[src/shared/ldmc_pkg.sv]
package ldmc_pkg;
  localparam int unsigned NUM_CH      = 24;
  localparam int unsigned NUM_SEL_REG = 6;
  localparam int unsigned ADDR_W      = 7;

  // Register offsets
  localparam logic [6:0] MODE_CONTROL_ONE_ADDR   = 7'h00;
  localparam logic [6:0] MODE_CONTROL_TWO_ADDR   = 7'h01;
  localparam logic [6:0] CHANNEL_STATE_BASE_ADDR = 7'h02;
  localparam logic [6:0] CHANNEL_STATE_LAST_ADDR = 7'h07;

  // Mode register one fields
  localparam int unsigned AUTOINC_ACTIVE_BIT = 7;
  localparam int unsigned AUTOINC_HI_BIT     = 6;
  localparam int unsigned AUTOINC_LO_BIT     = 5;
  localparam int unsigned SLEEP_BIT          = 4;
  localparam int unsigned SEC_ONE_BIT        = 3;
  localparam int unsigned SEC_TWO_BIT        = 2;
  localparam int unsigned SEC_THREE_BIT      = 1;
  localparam int unsigned BROADCAST_BIT      = 0;

  // Mode register two fields
  localparam int unsigned THERMAL_BIT      = 7;
  localparam int unsigned ERROR_BIT        = 6;
  localparam int unsigned BLINK_SEL_BIT    = 5;
  localparam int unsigned FAULT_CLEAR_BIT  = 4;
  localparam int unsigned UPDATE_ACK_BIT   = 3;
  localparam logic [2:0]  MODE_TWO_RSVD    = 3'h5;

  // Reset values
  localparam logic [7:0] MODE_ONE_RESET = 8'h89;
  localparam logic [7:0] SEL_REG_RESET  = 8'haa;

  // Channel selector encodings
  localparam logic [1:0] SEL_OFF   = 2'h0;
  localparam logic [1:0] SEL_ON    = 2'h1;
  localparam logic [1:0] SEL_INDIV = 2'h2;
  localparam logic [1:0] SEL_GROUP = 2'h3;

  // Timing
  localparam longint unsigned SYS_CLK_HZ     = 200_000_000;
  localparam longint unsigned INDIV_PWM_HZ   = 31_250;
  localparam longint unsigned PWM_STEPS      = 256;
  localparam longint unsigned STEP_CYCLES    = SYS_CLK_HZ / (INDIV_PWM_HZ * PWM_STEPS);
  localparam longint unsigned WAKE_TIME_US   = 500;
  localparam longint unsigned WAKE_CYCLES    = (WAKE_TIME_US * SYS_CLK_HZ) / 1_000_000;
  // Blink steps run at one eighth of the individual period rate per period unit
  localparam int unsigned     BLINK_PRESCALE = 8;
endpackage : ldmc_pkg

[src/core/ldmc_mode_ctrl.sv]
// Overview of operation
// - Auto-increment flag reads 1; range bits writable
// - Sleep bit set stops the oscillator
// - Oscillator ready 500 us after wake
// - No modulation while oscillator stopped
// - Three secondary address enables, first on
// - Broadcast address enable resets to one
// - Thermal and summary error status bits
// - Group select: dimming or blinking
// - Fault clear strobe self-clears, clears error summary
// - Errors set again on new fault
// - Outputs update at stop or ack
// - Six selector registers, four channels each
// - Every selector resets to individual mode
// - Selector 00 turns channel off
// - Selector 01 fully on, gated by enable
// - Selector 10 uses individual brightness
// - Selector 11 uses brightness and group
// - Group dimming at fixed 122 Hz
// - Individual modulation 31.25 kHz, value/256 duty
module ldmc_mode_ctrl #(
  parameter int unsigned NUM_CH      = ldmc_pkg::NUM_CH,
  parameter int unsigned WAKE_CYCLES = 32'(ldmc_pkg::WAKE_CYCLES)
) (
  input  wire logic                       sys_clk,
  input  wire logic                       reset,
  input  wire logic                       bus_soft_reset,
  input  wire logic [ldmc_pkg::ADDR_W-1:0] reg_addr,
  input  wire logic [7:0]                 reg_wdata,
  input  wire logic                       reg_wr,
  input  wire logic                       bus_stop,
  output logic      [7:0]                 reg_rdata,
  input  wire logic                       output_enable_n,
  input  wire logic                       thermal_alarm,
  input  wire logic                       fault_detect,
  input  wire logic [NUM_CH*8-1:0]        channel_brightness_reg,
  input  wire logic [7:0]                 group_duty_reg,
  input  wire logic [7:0]                 group_period_reg,
  output logic                            autoinc_range_hi,
  output logic                            autoinc_range_lo,
  output logic                            secondary_addr_one_en,
  output logic                            secondary_addr_two_en,
  output logic                            secondary_addr_three_en,
  output logic                            broadcast_addr_en,
  output logic                            osc_enable,
  output logic                            osc_ready,
  output logic                            fault_clear_strobe,
  output logic [NUM_CH-1:0]               led_drive
);

  // Four 2-bit selectors to a register, lowest channel in the lowest bits
  localparam int unsigned SEL_W      = 2;
  localparam int unsigned CH_PER_SEL = 4;
  localparam logic [7:0]  CNT_LAST   = 8'hff;
  localparam int unsigned NUM_SEL    = NUM_CH / CH_PER_SEL;
  localparam int unsigned STEP_W  = $clog2(ldmc_pkg::STEP_CYCLES + 1);
  localparam int unsigned WAKE_W  = $clog2(WAKE_CYCLES + 1);
  localparam logic [STEP_W-1:0] STEP_LAST = STEP_W'(ldmc_pkg::STEP_CYCLES - 1);
  localparam logic [WAKE_W-1:0] WAKE_LAST = WAKE_W'(WAKE_CYCLES - 1);
  localparam logic [3:0]        BLINK_PRE_LAST = 4'(ldmc_pkg::BLINK_PRESCALE - 1);

  // Selector register index of an address, valid only inside the selector range
  function automatic logic [2:0] sel_index(input logic [ldmc_pkg::ADDR_W-1:0] addr);
    logic [ldmc_pkg::ADDR_W-1:0] diff;
    diff = addr - ldmc_pkg::CHANNEL_STATE_BASE_ADDR;
    return diff[2:0];
  endfunction

  function automatic logic is_sel_addr(input logic [ldmc_pkg::ADDR_W-1:0] addr);
    return (addr >= ldmc_pkg::CHANNEL_STATE_BASE_ADDR) && (addr <= ldmc_pkg::CHANNEL_STATE_LAST_ADDR);
  endfunction

  logic                 soft_rst;
  logic [7:0]           mode_one;
  logic                 group_blink_select;
  logic                 update_on_ack_select;
  logic                 thermal_fault_flag;
  logic                 error_summary;
  logic [7:0]           sel_shadow [NUM_SEL];
  logic [7:0]           sel_active [NUM_SEL];
  logic                 oe_meta, oe_sync_n;
  logic                 therm_meta, therm_sync;
  logic [STEP_W-1:0]    step_div;
  logic                 step_tick;
  logic [7:0]           indiv_cnt;
  logic                 period_tick;
  logic [7:0]           group_cnt;
  logic [3:0]           blink_pre;
  logic [7:0]           blink_div;
  logic                 group_step;
  logic [WAKE_W-1:0]    wake_cnt;
  logic                 wr_mode_one, wr_mode_two, wr_sel;

  // Both resets return everything but the pin synchronisers to defaults
  // common reset
  assign soft_rst = reset | bus_soft_reset;

  assign wr_mode_one = reg_wr && (reg_addr == ldmc_pkg::MODE_CONTROL_ONE_ADDR);
  assign wr_mode_two = reg_wr && (reg_addr == ldmc_pkg::MODE_CONTROL_TWO_ADDR);
  assign wr_sel      = reg_wr && is_sel_addr(reg_addr);

  // Pin synchronisers
  always_ff @(posedge sys_clk) begin
    if (reset) begin
      oe_meta   <= 1'b1;
      oe_sync_n <= 1'b1;
    end else begin
      oe_meta   <= output_enable_n;
      oe_sync_n <= oe_meta;
    end
  end

  always_ff @(posedge sys_clk) begin
    if (reset) begin
      therm_meta <= 1'b0;
      therm_sync <= 1'b0;
    end else begin
      therm_meta <= thermal_alarm;
      therm_sync <= therm_meta;
    end
  end

  // Mode register one; the auto-increment flag is a constant 1 on read
  // range bits
  always_ff @(posedge sys_clk) begin
    if (soft_rst) begin
      mode_one <= ldmc_pkg::MODE_ONE_RESET;
    end else if (wr_mode_one) begin
      mode_one <= reg_wdata;
    end
  end

  assign autoinc_range_hi        = mode_one[ldmc_pkg::AUTOINC_HI_BIT];
  assign autoinc_range_lo        = mode_one[ldmc_pkg::AUTOINC_LO_BIT];
  assign secondary_addr_one_en   = mode_one[ldmc_pkg::SEC_ONE_BIT];
  assign secondary_addr_two_en   = mode_one[ldmc_pkg::SEC_TWO_BIT];
  assign secondary_addr_three_en = mode_one[ldmc_pkg::SEC_THREE_BIT];
  assign broadcast_addr_en       = mode_one[ldmc_pkg::BROADCAST_BIT];
  assign osc_enable              = ~mode_one[ldmc_pkg::SLEEP_BIT];

  // Wake timer: modulation restarts only once the oscillator is counted stable
  // Brightness changes inside this window are the host's to avoid
  // wake window
  always_ff @(posedge sys_clk) begin
    if (soft_rst) begin
      wake_cnt  <= '0;
      osc_ready <= 1'b1;
    end else if (!osc_enable) begin
      wake_cnt  <= '0;
      osc_ready <= 1'b0;
    end else if (!osc_ready) begin
      if (wake_cnt == WAKE_LAST) begin
        osc_ready <= 1'b1;
      end else begin
        wake_cnt <= wake_cnt + 1'b1;
      end
    end
  end

  // Mode register two writable bits; status and reserved bits ignore writes
  // group select
  always_ff @(posedge sys_clk) begin
    if (soft_rst) begin
      group_blink_select   <= 1'b0;
      update_on_ack_select <= 1'b0;
    end else if (wr_mode_two) begin
      group_blink_select   <= reg_wdata[ldmc_pkg::BLINK_SEL_BIT];
      update_on_ack_select <= reg_wdata[ldmc_pkg::UPDATE_ACK_BIT];
    end
  end

  always_ff @(posedge sys_clk) begin
    if (soft_rst) begin
      fault_clear_strobe <= 1'b0;
    end else begin
      fault_clear_strobe <= wr_mode_two && reg_wdata[ldmc_pkg::FAULT_CLEAR_BIT];
    end
  end

  // A fault seen in the clear cycle survives: set wins over clear
  // set wins
  always_ff @(posedge sys_clk) begin
    if (soft_rst) begin
      error_summary <= 1'b0;
    end else if (fault_detect) begin
      error_summary <= 1'b1;
    end else if (wr_mode_two && reg_wdata[ldmc_pkg::FAULT_CLEAR_BIT]) begin
      error_summary <= 1'b0;
    end
  end

  always_ff @(posedge sys_clk) begin
    if (soft_rst) begin
      thermal_fault_flag <= 1'b0;
    end else begin
      thermal_fault_flag <= therm_sync;
    end
  end

  // Shadow copies take writes at once and read back what was written
  // selector registers
  always_ff @(posedge sys_clk) begin
    if (soft_rst) begin
      for (int i = 0; i < NUM_SEL; i++) begin
        sel_shadow[i] <= ldmc_pkg::SEL_REG_RESET;
      end
    end else if (wr_sel) begin
      sel_shadow[sel_index(reg_addr)] <= reg_wdata;
    end
  end

  // Active copies drive the outputs; in stop mode a multi-byte burst lands together
  // stop or ack update
  always_ff @(posedge sys_clk) begin
    if (soft_rst) begin
      for (int i = 0; i < NUM_SEL; i++) begin
        sel_active[i] <= ldmc_pkg::SEL_REG_RESET;
      end
    end else if (update_on_ack_select && wr_sel) begin
      sel_active[sel_index(reg_addr)] <= reg_wdata;
    end else if (bus_stop) begin
      for (int i = 0; i < NUM_SEL; i++) begin
        sel_active[i] <= sel_shadow[i];
      end
    end
  end

  // Read data, registered
  // reserved read pattern
  always_ff @(posedge sys_clk) begin
    if (soft_rst) begin
      reg_rdata <= '0;
    end else if (reg_addr == ldmc_pkg::MODE_CONTROL_ONE_ADDR) begin
      reg_rdata <= {1'b1, mode_one[6:0]};
    end else if (reg_addr == ldmc_pkg::MODE_CONTROL_TWO_ADDR) begin
      reg_rdata <= {thermal_fault_flag, error_summary, group_blink_select, 1'b0,
                    update_on_ack_select, ldmc_pkg::MODE_TWO_RSVD};
    end else if (is_sel_addr(reg_addr)) begin
      reg_rdata <= sel_shadow[sel_index(reg_addr)];
    end else begin
      reg_rdata <= '0;
    end
  end

  // Step divider: 256 steps per individual period, halted while asleep
  // clock stops
  always_ff @(posedge sys_clk) begin
    if (soft_rst || !osc_ready) begin
      step_div  <= '0;
      step_tick <= 1'b0;
    end else if (step_div == STEP_LAST) begin
      step_div  <= '0;
      step_tick <= 1'b1;
    end else begin
      step_div  <= step_div + 1'b1;
      step_tick <= 1'b0;
    end
  end

  always_ff @(posedge sys_clk) begin
    if (soft_rst || !osc_ready) begin
      indiv_cnt <= '0;
    end else if (step_tick) begin
      indiv_cnt <= indiv_cnt + 1'b1;
    end
  end

  assign period_tick = step_tick && (indiv_cnt == CNT_LAST);

  // Group step: every individual period when dimming, slower when blinking
  always_ff @(posedge sys_clk) begin
    if (soft_rst || !osc_ready) begin
      blink_pre <= '0;
      blink_div <= '0;
    end else if (period_tick && group_blink_select) begin
      if (blink_pre == BLINK_PRE_LAST) begin
        blink_pre <= '0;
        blink_div <= (blink_div == group_period_reg) ? 8'h00 : blink_div + 1'b1;
      end else begin
        blink_pre <= blink_pre + 1'b1;
      end
    end
  end

  assign group_step = group_blink_select
                    ? (period_tick && (blink_pre == BLINK_PRE_LAST) && (blink_div == group_period_reg))
                    : period_tick;

  always_ff @(posedge sys_clk) begin
    if (soft_rst || !osc_ready) begin
      group_cnt <= '0;
    end else if (group_step) begin
      group_cnt <= group_cnt + 1'b1;
    end
  end

  // Output mux, all outputs gated by the enable pin
  // Brightness inputs are used live, so a change mid-period shows at once
  always_ff @(posedge sys_clk) begin
    if (soft_rst) begin
      led_drive <= '0;
    end else begin
      for (int ch = 0; ch < NUM_CH; ch++) begin
        logic [1:0] sel;
        logic       indiv_on;
        logic       group_on;
        sel      = sel_active[ch / CH_PER_SEL][(ch % CH_PER_SEL) * SEL_W +: SEL_W];
        indiv_on = osc_ready && (indiv_cnt < channel_brightness_reg[ch * 8 +: 8]);
        group_on = osc_ready && (group_cnt < group_duty_reg);
        unique case (sel)
          ldmc_pkg::SEL_OFF:   led_drive[ch] <= 1'b0;
          ldmc_pkg::SEL_ON:    led_drive[ch] <= ~oe_sync_n;
          ldmc_pkg::SEL_INDIV: led_drive[ch] <= ~oe_sync_n & indiv_on;
          ldmc_pkg::SEL_GROUP: led_drive[ch] <= ~oe_sync_n & indiv_on & group_on;
        endcase
      end
    end
  end

endmodule // ldmc_mode_ctrl

[config.mk]
export PLATFORM = sky130hd
export DESIGN_NAME = ldmc_mode_ctrl
export DESIGN_NICKNAME = d
export VERILOG_FILES = /design/src/shared/ldmc_pkg.sv /design/src/core/ldmc_mode_ctrl.sv
export SDC_FILE = /design/constraint.sdc
export NUM_CORES = 1
export LEC_CHECK = 0
export ABC_CLOCK_PERIOD_IN_PS = 3800
export BUFFER_PORTS_ARGS = -buffer_cell sky130_fd_sc_hd__buf_2
export CORE_UTILIZATION = 55
export CTS_CLUSTER_SIZE = 28
export DETAILED_ROUTE_END_ITERATION = 7
export GPL_TIMING_DRIVEN = 0
export PLACE_DENSITY = 0.77
export SLEW_MARGIN = 15
export SYNTH_ARGS = -nofsm -noshare
export SYNTH_HDL_FRONTEND = slang
export SYNTH_SLANG_ARGS = --single-unit
[constraint.sdc]
create_clock -name sys_clk -period 3.8 [get_ports sys_clk]
set_input_delay 0.76 -clock sys_clk [delete_from_list [all_inputs] [get_ports sys_clk]]
set_output_delay 0.76 -clock sys_clk [all_outputs]
set_load 0.01 [all_outputs]
==> results_tabular.tex <==
\begin{tabular}{lr}
\hline
Metric & Value \\
\hline
\multicolumn{2}{l}{\textbf{Status}} \\
\quad Status & complete, no violations \\
\multicolumn{2}{l}{\textbf{Routing}} \\
\quad Detail-routed net length per standard cell & roughly 18 um \\
\quad Final wirelength & around 38 mm \\
\quad Via-per-instance ratio & 5.78 \\
\quad Number of antenna-violating nets in the routed design & 0 \\
\quad Initial DRT Pass Iterations & 6 \\
\quad Remaining DRCs & 0 \\
\quad 1st-iter DRT viols & 943 \\
\quad Total via count after detailed routing & about 12000 \\
\multicolumn{2}{l}{\textbf{Cells and area}} \\
\quad Fraction of final layout cells with drive strength greater than 1 & 20.3\% \\
\quad Commonest non-fill, non-tap cell in the layout & sky130\_fd\_sc\_hd\_\_buf\_2 \\
\quad Fill cell total of the finished layout & 1958 \\
\quad Highest-count cells in the layout ignoring fill and taps & sky130\_fd\_sc\_hd\_\_buf\_2, sky130\_fd\_sc\_hd\_\_inv\_1, sky130\_fd\_sc\_hd\_\_ha\_1, sky130\_fd\_sc\_hd\_\_o21ai\_0, sky130\_fd\_sc\_hd\_\_edfxtp\_1 \\
\quad Number of nets in the finished design & roughly 2200 \\
\quad Final instance area & 0.0163 mm2 \\
\quad Synthesis-to-layout area growth & 18.4\% \\
\quad Number of diodes & 0 \\
\multicolumn{2}{l}{\textbf{Floorplan}} \\
\quad Core Footprint & 0.0245 mm2 \\
\quad DIE AREA & $\sim$0.026 mm2 \\
\quad Row count & 57 \\
\quad Initial core utilization & between 50\% and 60\% \\
\quad Height of the die & 160 um \\
\quad IO Pins & $\sim$270 \\
\quad Die width & 160 um \\
\multicolumn{2}{l}{\textbf{Yosys}} \\
\quad Number of warning messages in the yosys log & 0 \\
\quad Synth Area per Inst & 9.52 um2 \\
\quad Synthesized-area fraction occupied by xor and xnor cells & about 2.2\% \\
\quad Ys flop type & sky130\_fd\_sc\_hd\_\_edfxtp\_1 \\
\quad Portion of synthesized cell area occupied by the leading cell type & 24.4\% \\
\quad Mapped Nets & 1865 \\
\quad Post-synthesis share of cell area spent on and, or, nand and nor gates & 16.3\% \\
\quad Number of synthesized register bits & 212 \\
\quad Cell type with the highest aggregate area in the netlist & sky130\_fd\_sc\_hd\_\_edfxtp\_1 \\
\quad Share of flip-flops with an asynchronous set or reset after synthesis & 0\% \\
\quad Mux share of post-synthesis cell area & under 10\% \\
\quad Number of enable flip-flop cells after synthesis & 112 \\
\quad Post-synthesis sequential area ratio & 38.9\% \\
\quad Synth Cell Area & 0.0138 mm2 \\
\quad Post-synth cell types & 57 \\
\quad Share of synthesized cell area in full adder, half adder and majority cells & 16.9\% \\
\quad Leading cell types by total area after synthesis & sky130\_fd\_sc\_hd\_\_edfxtp\_1, sky130\_fd\_sc\_hd\_\_ha\_1, sky130\_fd\_sc\_hd\_\_dfxtp\_1, sky130\_fd\_sc\_hd\_\_inv\_1, sky130\_fd\_sc\_hd\_\_o21ai\_0 \\
\quad Compound-gate portion of the synthesized area & between 10\% and 20\% \\
\quad Synth Instances & 1448 \\
\quad Dominant combinational cell family by area after synthesis & adder cells \\
\multicolumn{2}{l}{\textbf{Clock tree}} \\
\quad Clock tree from TritonCTS & done \\
\quad Root buffer cell & sky130\_fd\_sc\_hd\_\_clkbuf\_16 \\
\quad Number of buffers created by CTS & 22 \\
\quad Clock slew at reported path FFs & 60 ps \\
\quad Longest Clk Path Bufs & 3 \\
\quad CTS H-tree depth & 1 \\
\quad Clock latency reported for the late side of the worst-skew pair & $\sim$500 ps \\
\quad Clock Sink Count & 212 \\
\multicolumn{2}{l}{\textbf{STA}} \\
\quad Clock period minus final worst setup slack & 3420 ps \\
\quad Setup violation total in the final timing report & 0 \\
\quad Final Cycle Share & roughly nine tenths \\
\quad Post-route clock skew & 5.49 ps \\
\quad Actual transition at the worst max-transition pin & between 1000 and 1500 ps \\
\quad Final hold slack & 415 ps \\
\quad Final number of hold-violating endpoints & 0 \\
\quad Maximum clock frequency & 292 MHz \\
\quad Normalized max-slew margin & 24.2\% \\
\quad RSZ-0062 raised after global routing & no \\
\quad Max Slew Vio Count & 0 \\
\multicolumn{2}{l}{\textbf{Run}} \\
\quad Max Cap Viol & 0 \\
\multicolumn{2}{l}{\textbf{Setup path}} \\
\quad Number of cells on the worst reg-to-reg path & 7 \\
\quad R2r endpoint & blink\_div[6] \\
\quad CP startpoint kind & input port \\
\quad Data required time at the worst endpoint & between 3000 and 4000 ps \\
\quad Worst-path maximum fanout & 15 \\
\quad Arrival time at the worst endpoint & 3550 ps \\
\quad Reg2Reg Setup Slack & 980 ps \\
\quad RR Startpoint & indiv\_cnt[1] \\
\quad Crit end category & register \\
\quad Category of the most critical setup path & input port to register \\
\multicolumn{2}{l}{\textbf{Hold path}} \\
\quad Path class of the lowest-slack min-delay path & register to register \\
\quad Worst Hold Depth & 1 \\
\quad Worst hold path endpoint & oe\_sync\_n \\
\quad Hold path startpoint & oe\_meta \\
\multicolumn{2}{l}{\textbf{Placed design}} \\
\quad Gp weighted congestion & 0.992 \\
\quad Final HPWL from detailed placement & 29.1 mm \\
\quad Standard cell area after detailed placement & 0.0156 mm2 \\
\quad Port-buffer cells & 271 \\
\multicolumn{2}{l}{\textbf{Global route}} \\
\quad Antenna violations before repair & 0 \\
\quad Via count of the first global-routing pass & about 12000 \\
\quad Global-route usage over all layers & 28.6\% \\
\quad GR Overflow Total & 0 \\
\quad Global-route wire length before repair & between 50 and 60 mm \\
\quad Largest net degree at the start of global routing & 29 \\
\multicolumn{2}{l}{\textbf{Pwr}} \\
\quad Cell leakage power & 7.52 nW \\
\quad Peak VDD IR & 0.359 mV \\
\quad Power density of the placed cells & 318 mW/mm2 \\
\hline
\end{tabular}
-- worst max path at each step --
stage	end	slack, ps	from	cells after the start
3_3_place_gp	sel_shadow[6][6]	-780	reg_addr[1]	10
4_1_cts	sel_shadow[0][0]	-280	reg_addr[1]	10
3_5_place_dp	sel_shadow[2][2]	-800	reg_addr[1]	10
2_1_floorplan	sel_shadow[0][0]	330	reg_addr[1]	9
5_1_grt	sel_shadow[0][0]	280	reg_addr[1]	8
6_report	sel_shadow[0][0]	380	reg_addr[1]	8
-- cell families (layout without fill, tap and decap cells) --
| group | after synthesis | count (layout) |
|---|---|---|
| xor gates and xnor gates | 34 | 34 |
| muxes | 39 | 39 |
| and+or+nand+nor | 410 | 410 |
| buffers and inverters | 264 | 575 |
| adders and majority gates | 186 | 186 |
| DFF | 212 | 212 |
| AOI/OAI and AO/OA | 303 | 303 |
-- what timing repair did --
action,4_1_cts,5_1_grt
hold buffers,0,0
buffers inserted,0,0
endpoints found under the setup margin,40,88
hold endpoints to repair,0,0
resized for setup,2,4
pin swaps,0,0
-- flip-flops by register name (all words and copies together) (netlist names) --
signal	cells
sel_active	48
wake_cnt	17
error_summary	1
reg_rdata	8
led_drive	24
group_blink_select	1
therm_sync	1
step_tick	1
indiv_cnt	8
thermal_fault_flag	1
osc_ready	1
update_on_ack_select	1
therm_meta	1
step_div	5
fault_clear_strobe	1
mode_one	7
oe_sync_n	1
blink_pre	4
group_cnt	8
sel_shadow	64
oe_meta	1
blink_div	8
-- metrics by stage --
| step | setup slack, ps | util, % | instances | setup TNS [ps] | power (mW) |
|---|---|---|---|---|---|
| floorplan | 333 | - | 1448 | 0 | 2.80 |
| CTS | -284 | 66.7 | 2084 | -6310 | 5.20 |
| global route | 284 | 66.7 | 2083 | 0 | 5.35 |
| finish | 377 | 66.7 | 2083 | 0 | 5.19 |
| global placement | -780 | 63.6 | 2043 | -55390 | 3.04 |
| detailed placement | -796 | 63.7 | 2044 | -54040 | 3.06 |
-- critical path, stage by stage --
cell	delay, ps
sky130_fd_sc_hd__buf_2	110
sky130_fd_sc_hd__buf_4	260
sky130_fd_sc_hd__or4b_1	490
sky130_fd_sc_hd__a221o_2	450
sky130_fd_sc_hd__nor3_4	410
sky130_fd_sc_hd__nand2_2	220
sky130_fd_sc_hd__buf_6	200
sky130_fd_sc_hd__o21ai_1	640
-- synthesized netlist by cell type (28+ instances only) --
| cell | n |
|---|---|
| sky130_fd_sc_hd__dfxtp_1 | 100 |
| sky130_fd_sc_hd__nand4_1 | 37 |
| sky130_fd_sc_hd__or3_1 | 32 |
| sky130_fd_sc_hd__inv_1 | 212 |
| sky130_fd_sc_hd__ha_1 | 186 |
| sky130_fd_sc_hd__nand2b_1 | 53 |
| sky130_fd_sc_hd__clkbuf_1 | 41 |
| sky130_fd_sc_hd__nor2_1 | 101 |
| sky130_fd_sc_hd__a21oi_1 | 51 |
| sky130_fd_sc_hd__nand2_1 | 57 |
| sky130_fd_sc_hd__and2_1 | 28 |
| sky130_fd_sc_hd__edfxtp_1 | 112 |
| sky130_fd_sc_hd__a211oi_1 | 49 |
| sky130_fd_sc_hd__o21ai_0 | 118 |
-- final cells by class --
type                       count  area [um2]  area share [%]
multi-input combinational    972        7440            45.6
timing repair buffer         272        1360            8.34
sequential                   212        5370            32.9
tap                          324         405            2.48
buffer                        51         218            1.33
clock inverter                10         103           0.628
inverter                     212         796            4.87
clock buffer                  30         633            3.88
-- metal layers --
metal | part of all wire, % | vias up | wire (um) | global-route usage (%)
met2 | 47 | 548 | 17700 | 48.8
met5 | 0 | - | 0 | 0
met4 | 3.8 | 0 | 1440 | 11.0
li1 | - | 5811 | - | -
met3 | 8.1 | 112 | 3040 | 4.36
met1 | 41 | 5572 | 15500 | 36.5
-- report_power, final --
part	switching, mW	internal [mW]
clock network	0.862	1.30
registers	0.0378	2.46
logic	0.303	0.226
Note: power is estimated with default switching activity, not from simulation.
